<file path="config.mk">
export PLATFORM = sky130hd
export DESIGN_NAME = mpuac_check
export DESIGN_NICKNAME = d
export VERILOG_FILES = /design/src/mpuac_pkg.sv /design/src/mpuac_attr_dec.sv /design/src/mpuac_check.sv /design/src/mpuac_perm_dec.sv
export SDC_FILE = /design/constraint.sdc
export NUM_CORES = 1
export LEC_CHECK = 0
export BUFFER_PORTS_ARGS = -buffer_cell sky130_fd_sc_hd__buf_4
export CORE_MARGIN = 3
export CORE_UTILIZATION = 51
export CTS_CLUSTER_DIAMETER = 120
export DETAILED_ROUTE_END_ITERATION = 10
export PLACE_DENSITY = 0.93
export SKIP_LAST_GASP = 1
export SLEW_MARGIN = 20
export SYNTH_ARGS = -nofsm -noshare
export SYNTH_HDL_FRONTEND = slang
export SYNTH_SLANG_ARGS = --single-unit
</file>
<file path="constraint.sdc">
create_clock -name clk_i -period 6.95 [get_ports clk_i]
set_input_delay 0.3475 -clock clk_i [delete_from_list [all_inputs] [get_ports clk_i]]
set_output_delay 0.3475 -clock clk_i [all_outputs]
set_load 0.03 [all_outputs]
</file>
<file path="src/mpuac_pkg.sv">
// Purpose: shared constants and types for the region attribute and permission checker
// Assumes: one region attribute set per access, selected from up to 16 regions
// Notes: register offsets are byte addresses on the plain register port
`default_nettype none
package mpuac_pkg;
  // sizing
  localparam int unsigned NREG_DEF = 8;
  localparam int unsigned ADDR_W = 8;
  localparam int unsigned DATA_W = 32;
  // register offsets
  localparam logic [7:0] OFF_CTRL = 8'h00;
  localparam logic [7:0] OFF_STAT = 8'h04;
  localparam logic [7:0] OFF_FADDR = 8'h08;
  localparam logic [7:0] OFF_ATTR = 8'h0C;
  // field positions
  localparam int unsigned CTRL_EN_BIT = 0;
  localparam int unsigned CTRL_BG_BIT = 2;
  localparam int unsigned STAT_IACC_BIT = 0;
  localparam int unsigned STAT_DACC_BIT = 1;
  localparam int unsigned STAT_ADDRV_BIT = 7;
  // reset values
  localparam logic [2:0] CTRL_RST = 3'h0;
  localparam logic [7:0] STAT_RST = 8'h00;
  localparam logic [31:0] FADDR_RST = 32'h0000_0000;
  // access permission codes
  localparam logic [2:0] PERM_NONE = 3'h0;
  localparam logic [2:0] PERM_PRIV_RW = 3'h1;
  localparam logic [2:0] PERM_USER_RO = 3'h2;
  localparam logic [2:0] PERM_FULL = 3'h3;
  localparam logic [2:0] PERM_RESV = 3'h4;
  localparam logic [2:0] PERM_PRIV_RO = 3'h5;
  localparam logic [2:0] PERM_RO_A = 3'h6;
  localparam logic [2:0] PERM_RO_B = 3'h7;
  // memory type extension codes
  localparam logic [2:0] MTX_BASE = 3'h0;
  localparam logic [2:0] MTX_NORM = 3'h1;
  localparam logic [2:0] MTX_NSDEV = 3'h2;

  typedef enum logic [3:0] {
    MT_STRONG = 4'h1,
    MT_DEVICE = 4'h2,
    MT_NORMAL = 4'h4,
    MT_RESV = 4'h8
  } mpuac_mtype_t;

  typedef enum logic [1:0] {
    POL_NC = 2'h0,
    POL_WBWA = 2'h1,
    POL_WT = 2'h2,
    POL_WBNA = 2'h3
  } mpuac_pol_t;

  typedef struct packed {
    logic [2:0] memory_type_extension_field;
    logic shareable;
    logic cacheable;
    logic bufferable;
    logic [2:0] access_permission_field;
    logic execute_never_bit;
  } mpuac_region_t;

  typedef struct packed {
    mpuac_mtype_t mtype;
    logic shared;
    mpuac_pol_t outer;
    mpuac_pol_t inner;
  } mpuac_attr_t;

  typedef struct packed {
    logic valid;
    logic write;
    logic priv;
    logic fetch;
    logic [31:0] addr;
  } mpuac_req_t;

  // attributes of the background map
  localparam mpuac_attr_t ATTR_DEFAULT = '{MT_NORMAL, 1'b0, POL_WT, POL_WT};
endpackage
`default_nettype wire
</file>
<file path="src/mpuac_attr_dec.sv">
// Purpose: decode region memory type, shareability and cache policy
// Assumes: purely combinational, used by the checker top
// Notes: reserved encodings are flagged so the checker can fault them
`timescale 1ns/10ps
`default_nettype none
module mpuac_attr_dec (
  // region fields
  input wire mpuac_pkg::mpuac_region_t region_i,
  // decoded result
  output mpuac_pkg::mpuac_attr_t attr_o,
  output logic resv_o
);
  logic [2:0] mtx;
  logic [1:0] cb;
  assign mtx = region_i.memory_type_extension_field;
  assign cb = {region_i.cacheable, region_i.bufferable};

  always_comb begin
    attr_o = '{mpuac_pkg::MT_RESV, 1'b0, mpuac_pkg::POL_NC, mpuac_pkg::POL_NC};
    resv_o = 1'b0;
    if (mtx[2]) begin
      attr_o.mtype = mpuac_pkg::MT_NORMAL;
      attr_o.shared = region_i.shareable;
      attr_o.outer = mpuac_pkg::mpuac_pol_t'(mtx[1:0]);
      attr_o.inner = mpuac_pkg::mpuac_pol_t'(cb);
    end else if (mtx == mpuac_pkg::MTX_BASE) begin
      // shareable bit deliberately unused for the two ordered types
      if (cb == 2'h0) begin
        attr_o.mtype = mpuac_pkg::MT_STRONG;
        attr_o.shared = 1'b1;
      end else if (cb == 2'h1) begin
        attr_o.mtype = mpuac_pkg::MT_DEVICE;
        attr_o.shared = 1'b1;
      end else begin
        attr_o.mtype = mpuac_pkg::MT_NORMAL;
        attr_o.shared = region_i.shareable;
        attr_o.outer = (cb == 2'h2) ? mpuac_pkg::POL_WT : mpuac_pkg::POL_WBNA;
        attr_o.inner = attr_o.outer;
      end
    end else if (mtx == mpuac_pkg::MTX_NORM && (cb == 2'h0 || cb == 2'h3)) begin
      attr_o.mtype = mpuac_pkg::MT_NORMAL;
      attr_o.shared = region_i.shareable;
      attr_o.outer = (cb == 2'h3) ? mpuac_pkg::POL_WBWA : mpuac_pkg::POL_NC;
      attr_o.inner = attr_o.outer;
    end else if (mtx == mpuac_pkg::MTX_NSDEV && cb == 2'h0) begin
      attr_o.mtype = mpuac_pkg::MT_DEVICE;
    end else begin
      resv_o = 1'b1;
    end
  end
endmodule // mpuac_attr_dec
`default_nettype wire

</file>
<file path="src/mpuac_check.sv">
// Purpose: attribute decode and permission check of one access against matched regions
// Assumes: region matching is done outside; hits and fields arrive with the request
// Notes: verdict is registered, so grant and fault appear one cycle after the request
//
// Contract
// fault any access whose permission code denies that type at that privilege
// type 000 with cb 00 is strongly ordered shared, cb 01 shared device
// where shareable is don't-care the decoder ignores it
// type 001 with cb 11 is normal write-back allocate, shareable from bit
// type with top bit set is cached normal, outer low bits, inner cb
// policy code 00 none, 01 wb alloc, 10 wt, 11 wb no alloc
// decoded cache and share attributes are reported only, never change behaviour
// permission 000 faults every access
// permission 001 privileged only; 011 full access
// permission 010 unprivileged read only, unprivileged write faults
// permission 101 privileged read only; writes and unprivileged accesses fault
// permission 110 and 111 read only for all; writes fault
// software programs flash, ram, external memory and peripherals as typical
// shareability and cache policy have no effect on access outcome
// a violation raises the memory management fault exception request
// a violation records its cause in the readable fault status
// overlapping regions resolve to the highest-numbered hit
// background map reachable by privileged accesses only
// verdict is formed with the request and gates it before memory
// reserved permission and memory type encodings fault
//
// Decided for this implementation: the strobed register port and the address map.
`timescale 1ns/10ps
`default_nettype none
module mpuac_check #(
  parameter int unsigned NREG = mpuac_pkg::NREG_DEF
) (
  // clock and reset
  input wire logic clk_i,
  input wire logic rst_i,
  // access request from the core
  input wire mpuac_pkg::mpuac_req_t req_i,
  input wire logic [NREG-1:0] region_hit_i,
  input wire mpuac_pkg::mpuac_region_t [NREG-1:0] region_cfg_i,
  // verdict toward memory and core
  output logic grant_o,
  output logic fault_o,
  output logic mm_fault_o,
  output mpuac_pkg::mpuac_attr_t attr_o,
  // register port
  input wire logic [mpuac_pkg::ADDR_W-1:0] reg_addr_i,
  input wire logic [mpuac_pkg::DATA_W-1:0] reg_wdata_i,
  input wire logic reg_we_i,
  input wire logic reg_re_i,
  output logic [mpuac_pkg::DATA_W-1:0] reg_rdata_o
);
  localparam int unsigned IDXW = (NREG > 1) ? $clog2(NREG) : 1;

  if (NREG < 1 || NREG > 16) begin : g_bad_nreg
    $error("mpuac_check: NREG must be 1 to 16");
  end

  // highest-numbered hit wins on overlap
  function automatic logic [IDXW-1:0] top_hit(input logic [NREG-1:0] hits);
    top_hit = '0;
    for (int i = 0; i < NREG; i++) begin
      if (hits[i]) begin
        top_hit = IDXW'(i);
      end
    end
  endfunction

  // registers
  logic [2:0] ctrl_reg;
  logic [7:0] stat_reg;
  logic [7:0] stat_next;
  logic [31:0] faddr_reg;
  logic grant_reg;
  logic fault_reg;
  logic mm_fault_reg;
  mpuac_pkg::mpuac_attr_t attr_reg;
  logic [mpuac_pkg::DATA_W-1:0] rdata_reg;

  // selection and decode
  logic en;
  logic bg_en;
  logic any_hit;
  logic [IDXW-1:0] sel_idx;
  mpuac_pkg::mpuac_region_t sel;
  mpuac_pkg::mpuac_attr_t dec_attr;
  logic dec_resv;
  logic perm_ok;
  logic fault_cmb;
  mpuac_pkg::mpuac_attr_t attr_cmb;

  assign en = ctrl_reg[mpuac_pkg::CTRL_EN_BIT];
  assign bg_en = ctrl_reg[mpuac_pkg::CTRL_BG_BIT];
  assign any_hit = |region_hit_i;
  assign sel_idx = top_hit(region_hit_i);
  assign sel = region_cfg_i[sel_idx];

  mpuac_attr_dec u_attr (
    .region_i(sel),
    .attr_o(dec_attr),
    .resv_o(dec_resv)
  );

  mpuac_perm_dec u_perm (
    .perm_i(sel.access_permission_field),
    .priv_i(req_i.priv),
    .write_i(req_i.write),
    .allow_o(perm_ok)
  );

  // verdict is formed in the request cycle; attributes do not enter it
  always_comb begin
    fault_cmb = 1'b0;
    attr_cmb = mpuac_pkg::ATTR_DEFAULT;
    if (!en) begin
      fault_cmb = 1'b0;
    end else if (any_hit) begin
      attr_cmb = dec_attr;
      fault_cmb = ~perm_ok | dec_resv | (req_i.fetch & sel.execute_never_bit);
    end else begin
      fault_cmb = ~(bg_en & req_i.priv);
    end
  end

  // verdict registers
  always_ff @(posedge clk_i) begin
    if (rst_i) begin
      grant_reg <= 1'b0;
      fault_reg <= 1'b0;
      mm_fault_reg <= 1'b0;
    end else begin
      grant_reg <= req_i.valid & ~fault_cmb;
      fault_reg <= req_i.valid & fault_cmb;
      mm_fault_reg <= req_i.valid & fault_cmb;
    end
  end

  // reported attributes; informational only
  always_ff @(posedge clk_i) begin
    if (rst_i) begin
      attr_reg <= mpuac_pkg::ATTR_DEFAULT;
    end else if (req_i.valid) begin
      attr_reg <= attr_cmb;
    end
  end

  // control register
  always_ff @(posedge clk_i) begin
    if (rst_i) begin
      ctrl_reg <= mpuac_pkg::CTRL_RST;
    end else if (reg_we_i && reg_addr_i == mpuac_pkg::OFF_CTRL) begin
      ctrl_reg <= reg_wdata_i[2:0];
    end
  end

  // fault status: write one to clear, a new fault wins over the clear
  always_comb begin
    stat_next = stat_reg;
    if (reg_we_i && reg_addr_i == mpuac_pkg::OFF_STAT) begin
      stat_next = stat_reg & ~reg_wdata_i[7:0];
    end
    if (req_i.valid && fault_cmb) begin
      if (req_i.fetch) begin
        stat_next[mpuac_pkg::STAT_IACC_BIT] = 1'b1;
      end else begin
        stat_next[mpuac_pkg::STAT_DACC_BIT] = 1'b1;
        stat_next[mpuac_pkg::STAT_ADDRV_BIT] = 1'b1;
      end
    end
  end

  always_ff @(posedge clk_i) begin
    if (rst_i) begin
      stat_reg <= mpuac_pkg::STAT_RST;
    end else begin
      stat_reg <= stat_next;
    end
  end

  // faulting data address; a fetch address is not captured
  always_ff @(posedge clk_i) begin
    if (rst_i) begin
      faddr_reg <= mpuac_pkg::FADDR_RST;
    end else if (req_i.valid && fault_cmb && !req_i.fetch) begin
      faddr_reg <= req_i.addr;
    end else if (reg_we_i && reg_addr_i == mpuac_pkg::OFF_FADDR) begin
      faddr_reg <= reg_wdata_i;
    end
  end

  // read data one cycle after the strobe; unmapped reads return zero
  always_ff @(posedge clk_i) begin
    if (rst_i) begin
      rdata_reg <= '0;
    end else if (reg_re_i) begin
      if (reg_addr_i == mpuac_pkg::OFF_CTRL) begin
        rdata_reg <= {29'h0000_0000, ctrl_reg};
      end else if (reg_addr_i == mpuac_pkg::OFF_STAT) begin
        rdata_reg <= {24'h00_0000, stat_reg};
      end else if (reg_addr_i == mpuac_pkg::OFF_FADDR) begin
        rdata_reg <= faddr_reg;
      end else if (reg_addr_i == mpuac_pkg::OFF_ATTR) begin
        rdata_reg <= {23'h00_0000, attr_reg};
      end else begin
        rdata_reg <= '0;
      end
    end else begin
      rdata_reg <= '0;
    end
  end

  assign grant_o = grant_reg;
  assign fault_o = fault_reg;
  assign mm_fault_o = mm_fault_reg;
  assign attr_o = attr_reg;
  assign reg_rdata_o = rdata_reg;

  logic [2:0] perm_s;
  logic [2:0] mtx_s;
  logic [1:0] olo_s;
  logic [1:0] cb_s;
  logic shr_s;
  logic chk_hit;
  logic xn_fetch;
  assign perm_s = sel.access_permission_field;
  assign mtx_s = sel.memory_type_extension_field;
  assign olo_s = mtx_s[1:0];
  assign cb_s = {sel.cacheable, sel.bufferable};
  assign shr_s = sel.shareable;
  assign chk_hit = req_i.valid && en && any_hit && !dec_resv;
  assign xn_fetch = req_i.fetch && sel.execute_never_bit;
endmodule // mpuac_check
`default_nettype wire

</file>
<file path="src/mpuac_perm_dec.sv">
// Purpose: decide whether an access type is granted by a permission code
// Assumes: purely combinational, used by the checker top
// Notes: the reserved code grants nothing
`timescale 1ns/10ps
`default_nettype none
module mpuac_perm_dec (
  // access description
  input wire logic [2:0] perm_i,
  input wire logic priv_i,
  input wire logic write_i,
  // verdict
  output logic allow_o
);
  always_comb begin
    allow_o = 1'b0;
    case (perm_i)
      mpuac_pkg::PERM_NONE: allow_o = 1'b0;
      mpuac_pkg::PERM_PRIV_RW: allow_o = priv_i;
      mpuac_pkg::PERM_USER_RO: allow_o = priv_i | ~write_i;
      mpuac_pkg::PERM_FULL: allow_o = 1'b1;
      mpuac_pkg::PERM_PRIV_RO: allow_o = priv_i & ~write_i;
      mpuac_pkg::PERM_RO_A, mpuac_pkg::PERM_RO_B: allow_o = ~write_i;
      default: allow_o = 1'b0;
    endcase
  end
endmodule // mpuac_perm_dec
`default_nettype wire

</file>
After elaboration in Yosys (flattened, before gate mapping)

Index checks and enable logic that the tools add are counted.

Register bits after elaboration: 86
Bits in latches: 0
Bits in writable memories: 0
ROM bits: 0
Input port bits: 168
Output and inout bits: 44
Memories kept: 0

Add/sub/neg operators: 0
Multiply operators: 0
Div/mod/pow operators: 0
Magnitude comparators: 1
Eq/ne operators: 14
Shifts and indexed selects: 0
Mux-type cells: 41
Bitwise logic cells: 15
Reductions and logical operators: 18

Operators by type and width:

| kind                                                | number |
|---|---|
| 2-to-1 mux 32 bit                                   | 3 |
| 2-to-1 mux 9 bit                                    | 5 |
| binary-select mux 10 bit (select 3 bit)             | 1 |
| 2-to-1 mux 4 bit                                    | 6 |
| 2-to-1 mux 3 bit                                    | 7 |
| equality test 8 x 4 -> 1 bit, second input constant | 2 |
| 2-to-1 mux 8 bit                                    | 2 |
| 2-to-1 mux 1 bit                                    | 13 |
| 2-to-1 mux 10 bit                                   | 1 |
| equality test 3 x 2 -> 1 bit, second input constant | 3 |
| equality test 3 bit, second input constant          | 3 |
| AND 8 bit                                           | 1 |
| equality test 8 x 3 -> 1 bit, second input constant | 1 |
| logical NOT 8 bit                                   | 1 |
| NOT 8 bit                                           | 1 |
| OR reduction 8 bit                                  | 1 |
| logical AND 1 bit                                   | 7 |
| equality test 3 x 1 -> 1 bit, second input constant | 2 |
| AND 1 bit                                           | 5 |
| 2-to-1 mux 5 bit                                    | 1 |
| NOT 1 bit                                           | 5 |
| one-hot mux 1 bit (5 select lines)                  | 1 |
| equality test 2 bit, second input constant          | 2 |
| < comparator 3 x 4 -> 1 bit, second input constant  | 1 |
| 11 further kinds                                    | 14 |

Logic depth before layout (Yosys ltp)

Gate-level depths: netlist of the first run.

Word-level depth: 22
Gate-level depth with buffers: 18

By module

A second synthesis of the first run with hierarchy kept.

Cell total of the unflattened synthesis: 446
Area, all modules: 4386.7 µm²

By module, submodules not included:

| module         | times used | cells an instance | area each (µm²) | sequential area each (µm²) |
|---|---|---|---|---|
| mpuac_check    | 1          | 409               | 4113.9          | 1721.7 |
| mpuac_attr_dec | 1          | 34                | 255.2           | 0.0 |
| mpuac_perm_dec | 1          | 3                 | 17.5            | 0.0 |

Worst setup path before layout of the first run

No wires, ideal clock.

Path type: input-to-reg
Start point: in region_hit_i[4]
End point: reg faddr_reg[10]
Library setup time: 0.081 ns
Arrival time: 3.195 ns
Required time: 6.869 ns
Setup slack: 3.674 ns
Stages: 16
Buffers on the path: 5
Path through: buf_2 -> nor2_1 -> a21o_1 -> buf_6 -> clkbuf_1 -> mux2i_1 -> a211oi_1 -> a21oi_1 -> inv_1 -> ha_1 -> a21oi_1 -> o2111ai_1 -> and2_1 -> buf_6 -> buf_6 -> a211oi_2

Word-level cells in the longest chain between the ends: 19

Ends and longest elaborated chain:

| element                                                        | RTL line                                   | source |
|---|---|---|
| start: declaration                                             | mpuac_check.sv:38                          | `input wire logic [NREG-1:0] region_hit_i,` |
| 2-to-1 mux 3 bit (4 in a row)                                  | mpuac_check.sv:62                          | `if (hits[i]) begin` |
| binary-select mux 10 bit (select 3 bit)                        | mpuac_check.sv:95                          | `assign sel = region_cfg_i[sel_idx];` |
| 2-to-1 mux 10 bit (implied by the code)                        | mpuac_check.sv:95                          |  |
| equality test 3 x 2 -> 1 bit, or another cell as far along     | mpuac_attr_dec.sv:45                       | `end else if (mtx == mpuac_pkg::MTX_NSDEV && cb == 2'h0) begin` |
| logical AND 1 bit / logical OR 1 bit (equally long branches)   | mpuac_attr_dec.sv:45, mpuac_attr_dec.sv:40 |  |
| 2-to-1 mux 1 bit / logical AND 1 bit (equally long branches)   | mpuac_attr_dec.sv:45, mpuac_attr_dec.sv:40 |  |
| 2-to-1 mux 1 bit                                               | mpuac_attr_dec.sv:40                       | `end else if (mtx == mpuac_pkg::MTX_NORM && (cb == 2'h0 \|\| cb == 2'h3)) begin` |
| 2-to-1 mux 1 bit                                               | mpuac_attr_dec.sv:26                       | `end else if (mtx == mpuac_pkg::MTX_BASE) begin` |
| 2-to-1 mux 1 bit                                               | mpuac_attr_dec.sv:21                       | `if (mtx[2]) begin` |
| OR 1 bit (2 in a row)                                          | mpuac_check.sv:118                         | `fault_cmb = ~perm_ok \| dec_resv \| (req_i.fetch & sel.execute_never_bit);` |
| 2-to-1 mux 1 bit *                                             | mpuac_check.sv:116                         | `end else if (any_hit) begin` |
| 2-to-1 mux 1 bit *                                             | mpuac_check.sv:114                         | `if (!en) begin` |
| logical AND 1 bit * (2 in a row)                               | mpuac_check.sv:183                         | `end else if (req_i.valid && fault_cmb && !req_i.fetch) begin` |
| 2-to-1 mux 32 bit / nonzero test 2 bit (equally long branches) | --                                         |  |
| end signal: assignment                                         | mpuac_check.sv:182                         | `faddr_reg <= mpuac_pkg::FADDR_RST;` |
| end signal: assignment                                         | mpuac_check.sv:184                         | `faddr_reg <= req_i.addr;` |
| end signal: assignment                                         | mpuac_check.sv:186                         | `faddr_reg <= reg_wdata_i;` |
| end: declaration                                               | mpuac_check.sv:72                          | `logic [31:0] faddr_reg;` |

Mark *: on every way between the ends. The rest lies on a longest branch, timed or not. The select of a mux whose other input is x is not followed.
A chain may end at the register's enable or synchronous reset.

Worst setup path after layout of the first run

Start point: in region_hit_i[6]
End point: reg faddr_reg[27]

Word-level cells in the longest chain between the ends: 17

Ends and longest elaborated chain:

| element                                                        | RTL line |
|---|---|
| 2-to-1 mux 3 bit (2 in a row)                                  | mpuac_check.sv:62 |
| binary-select mux 10 bit (select 3 bit)                        | mpuac_check.sv:95 |
| 2-to-1 mux 10 bit (implied by the code)                        | mpuac_check.sv:95 |
| equality test 3 x 2 -> 1 bit, or another cell as far along     | mpuac_attr_dec.sv:45 |
| logical AND 1 bit / logical OR 1 bit (equally long branches)   | mpuac_attr_dec.sv:45, mpuac_attr_dec.sv:40 |
| 2-to-1 mux 1 bit / logical AND 1 bit (equally long branches)   | mpuac_attr_dec.sv:45, mpuac_attr_dec.sv:40 |
| 2-to-1 mux 1 bit                                               | mpuac_attr_dec.sv:40 |
| 2-to-1 mux 1 bit                                               | mpuac_attr_dec.sv:26 |
| 2-to-1 mux 1 bit                                               | mpuac_attr_dec.sv:21 |
| OR 1 bit (2 in a row)                                          | mpuac_check.sv:118 |
| 2-to-1 mux 1 bit *                                             | mpuac_check.sv:116 |
| 2-to-1 mux 1 bit *                                             | mpuac_check.sv:114 |
| logical AND 1 bit * (2 in a row)                               | mpuac_check.sv:183 |
| 2-to-1 mux 32 bit / nonzero test 2 bit (equally long branches) | -- |

Marks and branches as above.

==> flow_summary.json, run 1 <==
{
  "status": "complete, no violations",
  "power.density_nw_per_um2": 166,
  "routed_wire_length_per_instance_um": 18.5,
  "ys_async_sr_fraction": 0,
  "layout_overhead_on_the_synthesized_area_pct": 38.9,
  "synth_enable_flop_cells": 0,
  "finalNetCount": 867,
  "num-fill-cells": 635,
  "final_min_period_over_clock_period": 0.601,
  "initialDrtViolationCount": 313,
  "critical_path.reg2reg.endpoint": "faddr_reg[27]",
  "placedCellCount": 792,
  "drt.antenna.violating_nets": 0,
  "met3RoutedLength_mm": 1.08,
  "global_route.overflow_total": 0,
  "worstRegToRegCells": 7,
  "worstHoldPathCells": 2,
  "vias": 4782,
  "ir_drop_mv": 0.125,
  "synthesis.area_um2": 4610,
  "grt_start_max_net_pins": 56,
  "chipWidth_um": 101,
  "cell_breakdown_of_the_critical_path": "buf_4 -> or2_0 -> a21oi_1 -> nand2_1 -> and3_1 -> a211oi_1 -> a21oi_1 -> inv_1 -> ha_1 -> a21oi_1 -> o2111ai_2 -> buf_4 -> and2_2 -> a211oi_1",
  "cts.repair.resized": 0,
  "setup-violations-final": 0,
  "met1Wirelength_mm": 5.65,
  "mapped_avg_cell_area_um2": 9.10,
  "layout.cells.non_filler": 808,
  "timing.critical_path.required_ns": 7.14,
  "post-synth-top-area-fraction": 0.373,
  "layout-drive-gt1-share": 0.391,
  "critical-path-max-stage-delay_ns": 0.90,
  "total_leakage_power_nw": 2.98,
  "routed_wirelength_mm": 15.0,
  "hpwl_mm": 11.2,
  "worst_path_dominant_cell_family": "compound AO/OA/AOI/OAI gates",
  "last_weighted_congestion_value_of_the_routability_driven_placer": 0.915,
  "clock_sink_count": 86,
  "worst_ep_arrival_time_ns": 4.37,
  "comb_power_share": 0.172,
  "grt_pass1_vias": 4637,
  "fp.coreArea_um2": 8760,
  "p_int_mw": 0.792,
  "leading_post_synthesis_cells_by_cell_area": "sky130_fd_sc_hd__dfxtp_1 37%, sky130_fd_sc_hd__mux2i_1 11%, sky130_fd_sc_hd__a211oi_2 7.9%, sky130_fd_sc_hd__a21oi_1 5.7%, sky130_fd_sc_hd__and2_1 3.5%",
  "global_route.usage.total": 0.279,
  "grt_setup_unrepaired": "false",
  "tot_pwr_mw": 1.06,
  "max-cap-violations": 0,
  "drt_pre_antenna_iters": 5,
  "rrSetupSlack_ns": 3.97,
  "min_delay_worst_endpoint": "stat_reg[5]",
  "cp_slowest_cell": "sky130_fd_sc_hd__a21oi_1",
  "power_switching_share": 0.255,
  "critPathBufInv": 3,
  "most_used_cell_along_the_critical_path": "sky130_fd_sc_hd__a21oi_1",
  "synth.cells.most_frequent": "86 x sky130_fd_sc_hd__dfxtp_1, 53 x sky130_fd_sc_hd__a21oi_1, 51 x sky130_fd_sc_hd__mux2i_1",
  "final.min_clock_period_ns": 4.18,
  "crit_type": "primary input to register",
  "worstHoldStart": "reg_wdata_i[5]",
  "dr.max_layer_used": "met4",
  "io_buffers": 211,
  "insertion_delay_to_the_later_sink_of_the_worst_skew_pair_ns": 0.36,
  "power_share_of_the_clock_group": 0.364,
  "drc_errors": 0,
  "crit_path_end_kind": "register",
  "path_max_fanout": 34,
  "timing_hold_violations_final": 0,
  "io-pin-count": 212,
  "synth-warning-count": 0,
  "clk_root_buffer_cell": "sky130_fd_sc_hd__clkbuf_8",
  "crit_path_start_kind": "primary input",
  "detailroute.wirelength.met2_mm": 7.88,
  "worst_setup_hold_path_clk_slew_ns": 0.09,
  "cts_buffers": 9,
  "postCtsSetupRepairBufs": 0,
  "startpoint_of_the_worst_slack_reg_to_reg_timing_path": "ctrl_reg[0]",
  "share_seq_of_total_power": 0.464,
  "ys.flop_type": "sky130_fd_sc_hd__dfxtp_1",
  "clock_path_buffers": 2,
  "synth.ff_latch_count": 86,
  "worst_clock_skew_ns": 0.00459,
  "post_drt_via_cell_ratio": 5.92,
  "synth_sequential_area_ratio": 0.373,
  "h_tree_levels": 3,
  "worst-slew-pin-transition_ns": 1.08,
  "yosys.area.top_type": "sky130_fd_sc_hd__dfxtp_1",
  "antenna-diode-count": 0,
  "antenna_found_initial": 0,
  "hold_path.class": "primary input to register",
  "die_height_um": 101,
  "timing.fmax_mhz": 239,
  "netSwitchingPower_mw": 0.270,
  "synth.lib_cells_used.distinct": 55,
  "finalMaxSlewViolations": 0,
  "synthMostInstantiatedCell": "sky130_fd_sc_hd__dfxtp_1",
  "cts.hold.buffers_added": 0,
  "fin_setup_tns_ns": 0,
  "syn_nets": 679,
  "floorplan.initialDensity": 0.526,
  "floorplan.die_area_um2": 10200,
  "grt_pass1_wl_mm": 22.6,
  "postSynthCellCount": 507,
  "rows": 34,
  "tritoncts_clock_tree": "built",
  "timing.slew.headroom": 0.283
}
power by group through the flow:
stage	registers (mW)	logic (mW)	clock network, mW
after floorplan	0.506	0.0822	0
final	0.493	0.183	0.386
after global routing	0.494	0.196	0.414
after CTS	0.493	0.178	0.391
after global placement	0.505	0.172	0
after detailed placement	0.505	0.178	0
worst max-delay path by stage:
stage | start | to | slack (ns) | depth (start not counted)
floorplan | region_hit_i[4] | faddr_reg[10] | 3.67 | 16
global placement | region_hit_i[6] | faddr_reg[25] | 2.76 | 14
detailed placement | region_hit_i[6] | faddr_reg[27] | 2.51 | 14
CTS | region_hit_i[6] | faddr_reg[27] | 2.91 | 14
global route | region_hit_i[6] | faddr_reg[27] | 2.55 | 11
finish | region_hit_i[6] | faddr_reg[27] | 2.77 | 14
cell usage in the layout (no fill, tap or decap), types with 7 or more instances in the layout:
cell                       instances
sky130_fd_sc_hd__buf_4           213
sky130_fd_sc_hd__dfxtp_1          86
sky130_fd_sc_hd__a21oi_1          53
sky130_fd_sc_hd__mux2i_1          51
sky130_fd_sc_hd__nand2_1          43
sky130_fd_sc_hd__nor2_1           36
sky130_fd_sc_hd__a211oi_2         29
sky130_fd_sc_hd__and2_1           25
sky130_fd_sc_hd__nand2b_1         11
sky130_fd_sc_hd__a211oi_1         11
sky130_fd_sc_hd__nand3_1          11
sky130_fd_sc_hd__a22oi_1          11
sky130_fd_sc_hd__o21ai_0          10
sky130_fd_sc_hd__clkbuf_8          9
sky130_fd_sc_hd__nor2b_1           8
sky130_fd_sc_hd__and3_1            7
sky130_fd_sc_hd__inv_1             7
stage by stage:
stage / setup WS, ns / cell area (um^2) / util / hold WS, ns
after detailed placement: 2.51 / 6180 / 0.705 / 0.447
after global routing: 2.55 / 6410 / 0.731 / 0.140
final: 2.77 / 6410 / 0.731 / 0.161
after floorplan: 3.67 / 4610 / - / 0.423
after global placement: 2.76 / 6180 / 0.705 / 0.433
after CTS: 2.91 / 6400 / 0.730 / 0.145
routing by layer:
| metal | vias to the layer above | global-route usage |
|---|---|---|
| li1 | 2228 | - |
| met1 | 2271 | 0.331 |
| met3 | 33 | 0.0761 |
| met4 | 0 | 0.0746 |
| met2 | 250 | 0.495 |
| met5 | - | 0 |
kinds of logic (layout without fill, tap and decap cells):
| group | Yosys count | in the layout | synth area share |
|---|---|---|---|
| muxes | 57 | 57 | 0.135 |
| buffers and inverters | 43 | 236 | 0.0467 |
| AOI/OAI and AO/OA | 154 | 154 | 0.257 |
| and+or+nand+nor | 163 | 163 | 0.178 |
| adders and majority gates | 4 | 4 | 0.0108 |
| DFF | 86 | 86 | 0.373 |
cell type report:
type / count / area (um^2) / area share
repair buffers: 213 / 1600 / 0.250
flip-flops and latches: 86 / 1720 / 0.269
inverters: 7 / 26.3 / 0.00410
multi-input cells: 378 / 2710 / 0.422
well taps: 108 / 135 / 0.0211
clock buffers: 9 / 124 / 0.0193
clock inverters: 7 / 97.6 / 0.0152
Note: power is estimated with default switching activity, not from simulation.
==> run 2, diff against run 1 <==
--- a/config.mk
+++ b/config.mk
@@ -5,12 +5,13 @@
 export SDC_FILE = /design/constraint.sdc
 export NUM_CORES = 1
 export LEC_CHECK = 0
+export ABC_AREA = 1
 export BUFFER_PORTS_ARGS = -buffer_cell sky130_fd_sc_hd__buf_4
 export CORE_MARGIN = 3
-export CORE_UTILIZATION = 51
+export CORE_UTILIZATION = 44
 export CTS_CLUSTER_DIAMETER = 120
 export DETAILED_ROUTE_END_ITERATION = 10
-export PLACE_DENSITY = 0.93
+export PLACE_DENSITY = 0.85
 export SKIP_LAST_GASP = 1
 export SLEW_MARGIN = 20
 export SYNTH_ARGS = -nofsm -noshare
==> constraint.sdc (replaced) <==
create_clock -name clk_i -period 3.4 [get_ports clk_i]
set_input_delay 0.17 -clock clk_i [delete_from_list [all_inputs] [get_ports clk_i]]
set_output_delay 0.17 -clock clk_i [all_outputs]
set_load 0.03 [all_outputs]
==> flow_summary.json, run 2 <==
{
  "fin_setup_tns_ns": 0,
  "grt_pass1_wl_mm": 24.5,
  "setup_ws_ns": 0.602,
  "routed_wirelength_mm": 15.3,
  "antenna_found_initial": 0,
  "vias": 5723,
  "io-pin-count": 212,
  "hpwl_mm": 11.5,
  "timing_hold_violations_final": 0,
  "synth.ff_latch_count": 86,
  "floorplan.die_area_um2": 12600,
  "io_buffers": 211,
  "synth-warning-count": 0,
  "placed_cell_area_um2": 6640,
  "final_cell_mix": "225 x sky130_fd_sc_hd__buf_4, 186 x sky130_fd_sc_hd__nand2_1, 125 x sky130_fd_sc_hd__inv_1, 117 x sky130_fd_sc_hd__nand3_1, 86 x sky130_fd_sc_hd__dfxtp_1",
  "leading_post_synthesis_cells_by_cell_area": "sky130_fd_sc_hd__dfxtp_1 35%, sky130_fd_sc_hd__nand2_1 14%, sky130_fd_sc_hd__nand3_1 12%, sky130_fd_sc_hd__inv_1 9.5%, sky130_fd_sc_hd__a21oi_1 5.7%",
  "cts.repair.resized": 0,
  "ys.flop_type": "sky130_fd_sc_hd__dfxtp_1",
  "synthMostInstantiatedCell": "sky130_fd_sc_hd__nand2_1",
  "startpoint_of_the_worst_slack_reg_to_reg_timing_path": "ctrl_reg[0]",
  "grt_pass1_vias": 5097,
  "synthesis.area_um2": 4950,
  "worst-slew-pin-transition_ns": 0.616,
  "dp_worst_slack_ns": 0.300,
  "clock_sink_count": 86,
  "ys_async_sr_fraction": 0,
  "crit_path_end_kind": "register",
  "postSynthCellCount": 778,
  "path_max_fanout": 67,
  "postCtsSetupRepairBufs": 0,
  "total_leakage_power_nw": 3.52,
  "antenna-diode-count": 0,
  "ir_drop_mv": 0.238,
  "cp_slowest_cell": "sky130_fd_sc_hd__ha_1",
  "critical-path-max-stage-delay_ns": 0.29,
  "cell_breakdown_of_the_critical_path": "buf_4 -> inv_1 -> nand2_2 -> a21oi_1 -> nor3_2 -> buf_12 -> inv_2 -> o21ai_0 -> o22ai_1 -> inv_1 -> o21ai_0 -> inv_1 -> ha_1 -> nand3_1 -> nor2_1 -> nor2_4 -> nand2_2 -> nand2_2 -> nand4_4 -> buf_12 -> nand2_1 -> nand2_1 -> a21oi_1",
  "h_tree_levels": 3,
  "clock_path_buffers": 2,
  "worst_ep_arrival_time_ns": 2.99,
  "post_drt_via_cell_ratio": 5.11,
  "cts_buffers": 9,
  "crit_type": "primary input to register",
  "final_min_period_over_clock_period": 0.823,
  "last_weighted_congestion_value_of_the_routability_driven_placer": 0.985,
  "worstHoldStart": "reg_wdata_i[0]",
  "post-synth-top-area-fraction": 0.347,
  "critPathBufInv": 7,
  "timing.slew.headroom": 0.585,
  "crit_path_start_kind": "primary input",
  "finalMaxSlewViolations": 0,
  "finalNetCount": 1148,
  "insertion_delay_to_the_later_sink_of_the_worst_skew_pair_ns": 0.33,
  "synth_sequential_area_ratio": 0.347,
  "mapped_avg_cell_area_um2": 6.37,
  "timing.fmax_mhz": 357,
  "crit_start": "region_hit_i[4]",
  "layout_overhead_on_the_synthesized_area_pct": 40.5,
  "floorplan.initialDensity": 0.453,
  "initialDrtViolationCount": 503,
  "worst_clock_skew_ns": 0.00404,
  "status": "complete, no violations",
  "routed_wire_length_per_instance_um": 13.7,
  "syn_nets": 950,
  "timing.critical_path.required_ns": 3.60,
  "die_height_um": 112,
  "global_route.overflow_total": 0,
  "drt.antenna.violating_nets": 0,
  "post-route-cell-area_um2": 6960,
  "hold_path.class": "primary input to register",
  "cts.hold.buffers_added": 0,
  "yosys.area.top_type": "sky130_fd_sc_hd__dfxtp_1",
  "max-cap-violations": 0,
  "synth.cells.most_frequent": "186 x sky130_fd_sc_hd__nand2_1, 125 x sky130_fd_sc_hd__inv_1, 117 x sky130_fd_sc_hd__nand3_1",
  "tritoncts_clock_tree": "built",
  "global_route.usage.total": 0.232,
  "drt_pre_antenna_iters": 5,
  "post-route-util": 0.636,
  "rows": 38,
  "grt_start_max_net_pins": 68,
  "most_common_cell_after_layout_fill_and_taps_aside": "sky130_fd_sc_hd__buf_4",
  "fin_hold_ws_ns": 0.121,
  "synth.lib_cells_used.distinct": 36,
  "drc_errors": 0,
  "synth_enable_flop_cells": 0,
  "grt_setup_unrepaired": "false",
  "layout-drive-gt1-share": 0.271,
  "worst_setup_hold_path_clk_slew_ns": 0.06,
  "final.min_clock_period_ns": 2.80,
  "setup-violations-final": 0,
  "chipWidth_um": 112,
  "fp.coreArea_um2": 10900,
  "power.density_nw_per_um2": 356,
  "worst_path_dominant_cell_family": "simple AND/OR/NAND/NOR gates",
  "clk_root_buffer_cell": "sky130_fd_sc_hd__clkbuf_16"
}
run 2: kinds of logic after synthesis:
group | after synthesis | share of synthesized area
AOI/OAI and AO/OA | 111 | 0.122
adders and majority gates | 4 | 0.0101
buffers and inverters | 175 | 0.151
DFF | 86 | 0.347
and+or+nand+nor | 402 | 0.369
run 2: layout make-up:
| type | instances | area, um^2 |
|---|---|---|
| flip-flops and latches | 86 | 1720 |
| inverters | 134 | 503 |
| multi-input cells | 517 | 2490 |
| clock buffers | 11 | 243 |
| fillers | 986 | 3980 |
| well taps | 140 | 175 |
| clock inverters | 5 | 81.3 |
| repair buffers | 228 | 1750 |
run 2: worst paths after layout:
path                     end  slack, ns  cells past startpoint
max             faddr_reg[3]       0.60                     23
min              ctrl_reg[0]       0.12                      3
max reg2reg     faddr_reg[3]       1.76                      8
min reg2reg  reg_rdata_o[19]       0.43                      2
run 2: layer usage:
layer / global-route usage / part of all wire
met5: 0 / 0
met4: 0.0561 / 0.017
met1: 0.314 / 0.43
met2: 0.387 / 0.49
met3: 0.0383 / 0.070
run 2: stage by stage:
step / std cells / power, mW
floorplan: 778 / 1.24
global placement: 1105 / 1.44
detailed placement: 1105 / 1.44
CTS: 1121 / 2.50
global route: 1121 / 2.58
finish: 1121 / 2.48
run 2: worst register-to-register path: cells and delay by family, from the launching register on:
kind / cells / cell delay, ns
compound gates: 2 / 0.43
simple gates: 4 / 0.51
flops: 1 / 0.33
buf+inv: 2 / 0.24
run 2: power by group:
group | internal (mW) | switching [mW] | total (mW)
Clock | 0.665 | 0.392 | 1.06
Combinational | 0.205 | 0.205 | 0.410
Sequential | 1.01 | 0.00244 | 1.01
Total | 1.88 | 0.599 | 2.48
==> run 3, diff against run 2 <==
==> constraint.sdc (replaced) <==
create_clock -name clk_i -period 2.51 [get_ports clk_i]
set_input_delay 0.1255 -clock clk_i [delete_from_list [all_inputs] [get_ports clk_i]]
set_output_delay 0.1255 -clock clk_i [all_outputs]
set_load 0.03 [all_outputs]
==> flow_summary.json, run 3 (synthesized netlist as in run 2, its figures left out) <==
{
  "status": "complete, no violations",
  "worstHoldStart": "reg_wdata_i[0]",
  "layout-drive-gt1-share": 0.325,
  "share_seq_of_total_power": 0.406,
  "crit_path_end_kind": "register",
  "worst_setup_hold_path_clk_slew_ns": 0.06,
  "worstRegToRegCells": 9,
  "layout_overhead_on_the_synthesized_area_pct": 50.6,
  "initialDrtViolationCount": 528,
  "clock_sink_count": 86,
  "hold_path.class": "primary input to register",
  "final_min_period_over_clock_period": 0.980,
  "clock_path_buffers": 2,
  "last_weighted_congestion_value_of_the_routability_driven_placer": 0.959,
  "tot_pwr_mw": 3.38,
  "grt_pass1_vias": 5429,
  "netSwitchingPower_mw": 0.886,
  "drt.antenna.violating_nets": 0,
  "die_height_um": 112,
  "cts.hold.buffers_added": 0,
  "setup_ws_ns": 0.0508,
  "routed_wirelength_mm": 16.7,
  "ir_drop_mv": 0.368,
  "final_cell_mix": "249 x sky130_fd_sc_hd__buf_4, 180 x sky130_fd_sc_hd__nand2_1, 122 x sky130_fd_sc_hd__inv_1, 107 x sky130_fd_sc_hd__nand3_1, 86 x sky130_fd_sc_hd__dfxtp_1",
  "worst_ep_arrival_time_ns": 2.66,
  "crit_path_start_kind": "primary input",
  "path_max_fanout": 7,
  "global_route.overflow_total": 0,
  "io-pin-count": 212,
  "grt_start_max_net_pins": 39,
  "floorplan.initialDensity": 0.453,
  "grt_pass1_wl_mm": 26.1,
  "routed_wire_length_per_instance_um": 14.4,
  "antenna_found_initial": 0,
  "startpoint_of_the_worst_slack_reg_to_reg_timing_path": "ctrl_reg[0]",
  "post_drt_via_cell_ratio": 5.08,
  "dp_worst_slack_ns": -0.343,
  "finalMaxSlewViolations": 0,
  "clk_root_buffer_cell": "sky130_fd_sc_hd__clkbuf_16",
  "h_tree_levels": 3,
  "drt_pre_antenna_iters": 5,
  "placed_cell_area_um2": 6950,
  "fp.coreArea_um2": 10900,
  "crit_type": "primary input to register",
  "total_leakage_power_nw": 3.74,
  "timing.slew.headroom": 0.603,
  "num-fill-cells": 932,
  "antenna-diode-count": 0,
  "timing.fmax_mhz": 407,
  "rows": 38,
  "final.min_clock_period_ns": 2.46,
  "post-route-util": 0.682,
  "p_int_mw": 2.49,
  "insertion_delay_to_the_later_sink_of_the_worst_skew_pair_ns": 0.34,
  "most_common_cell_after_layout_fill_and_taps_aside": "sky130_fd_sc_hd__buf_4",
  "finalNetCount": 1182,
  "io_buffers": 211,
  "power_share_of_the_clock_group": 0.394,
  "setup-violations-final": 0,
  "global_route.usage.total": 0.250,
  "max-cap-violations": 0,
  "chipWidth_um": 112,
  "tritoncts_clock_tree": "built",
  "comb_power_share": 0.199,
  "worstHoldPathCells": 3,
  "timing_hold_violations_final": 0,
  "drc_errors": 0,
  "hpwl_mm": 12.1,
  "timing.critical_path.required_ns": 2.71,
  "floorplan.die_area_um2": 12600,
  "power_switching_share": 0.262,
  "worst-slew-pin-transition_ns": 0.592,
  "power.density_nw_per_um2": 453,
  "worst_clock_skew_ns": 0.00637,
  "post-route-cell-area_um2": 7460,
  "grt_setup_unrepaired": "true",
  "vias": 5869,
  "cts_buffers": 9,
  "crit_start": "region_hit_i[2]"
}
[run 3: what timing repair did]
item                                   4_1_cts  5_1_grt
endpoints found under the hold margin        0        0
setup endpoints to repair                    1       34
resized for setup                            2       32
buffers inserted                             1        8
gates cloned                                 1        1
pin swaps                                    1       23
[run 3: worst paths after layout]
path,end,slack (ns)
worst max-delay path,faddr_reg[15],0.05
worst min register to register,reg_rdata_o[10],0.42
worst max register to register,faddr_reg[15],0.80
worst min-delay path,ctrl_reg[0],0.07
[run 3: power by group through the flow]
stage | registers, mW | logic, mW | clock network, mW
6_report | 1.37 | 0.673 | 1.33
5_1_grt | 1.37 | 0.739 | 1.41
4_1_cts | 1.37 | 0.629 | 1.35
3_5_place_dp | 1.40 | 0.622 | 0
3_3_place_gp | 1.40 | 0.620 | 0
2_1_floorplan | 1.41 | 0.285 | 0
[run 3: stage by stage]
step / TNS [ns] / hold slack, ns / std cells
6_report: 0 / 0.0708 / 1155
3_5_place_dp: -11.28 / 0.404 / 1130
2_1_floorplan: -4.72 / 0.269 / 778
4_1_cts: 0 / 0.0611 / 1148
5_1_grt: -1.82 / 0.0915 / 1155
3_3_place_gp: -9.19 / 0.397 / 1130
[run 3: routing by layer]
layer / GRT usage / routed length [um]
met3: 0.0442 / 1200
met4: 0.0721 / 452
met5: 0 / 0
met1: 0.338 / 7050
met2: 0.411 / 7980
[run 3: layout make-up]
| type | count | area [um^2] | share of cell area |
|---|---|---|---|
| clock inverters | 7 | 72.6 | 0.00973 |
| inverters | 134 | 528 | 0.0708 |
| flip-flops and latches | 86 | 1720 | 0.231 |
| repair buffers | 262 | 2100 | 0.281 |
| well taps | 140 | 175 | 0.0235 |
| clock buffers | 9 | 225 | 0.0302 |
| multi-input cells | 517 | 2640 | 0.354 |
[run 3: critical path: stages]
cell and delay (ns):
sky130_fd_sc_hd__buf_12 0.11, sky130_fd_sc_hd__inv_12 0.04, sky130_fd_sc_hd__nand2_4 0.03, sky130_fd_sc_hd__nand2_2 0.05
sky130_fd_sc_hd__nand2_2 0.04, sky130_fd_sc_hd__nand2_2 0.07, sky130_fd_sc_hd__nand2_4 0.07, sky130_fd_sc_hd__nand2_8 0.10
sky130_fd_sc_hd__clkinv_8 0.07, sky130_fd_sc_hd__buf_4 0.15, sky130_fd_sc_hd__o21ai_0 0.17, sky130_fd_sc_hd__o22ai_1 0.10
sky130_fd_sc_hd__nand2_1 0.08, sky130_fd_sc_hd__o21ai_2 0.07, sky130_fd_sc_hd__inv_2 0.10, sky130_fd_sc_hd__ha_4 0.21
sky130_fd_sc_hd__nand3_4 0.06, sky130_fd_sc_hd__nor2_4 0.04, sky130_fd_sc_hd__nor2_4 0.09, sky130_fd_sc_hd__nand2_2 0.08
sky130_fd_sc_hd__nand2_4 0.10, sky130_fd_sc_hd__nand2_4 0.05, sky130_fd_sc_hd__nor2_4 0.16, sky130_fd_sc_hd__buf_6 0.14
sky130_fd_sc_hd__clkbuf_16 0.14, sky130_fd_sc_hd__nand3_1 0.06, sky130_fd_sc_hd__nand2_1 0.07, sky130_fd_sc_hd__a21oi_1 0.06
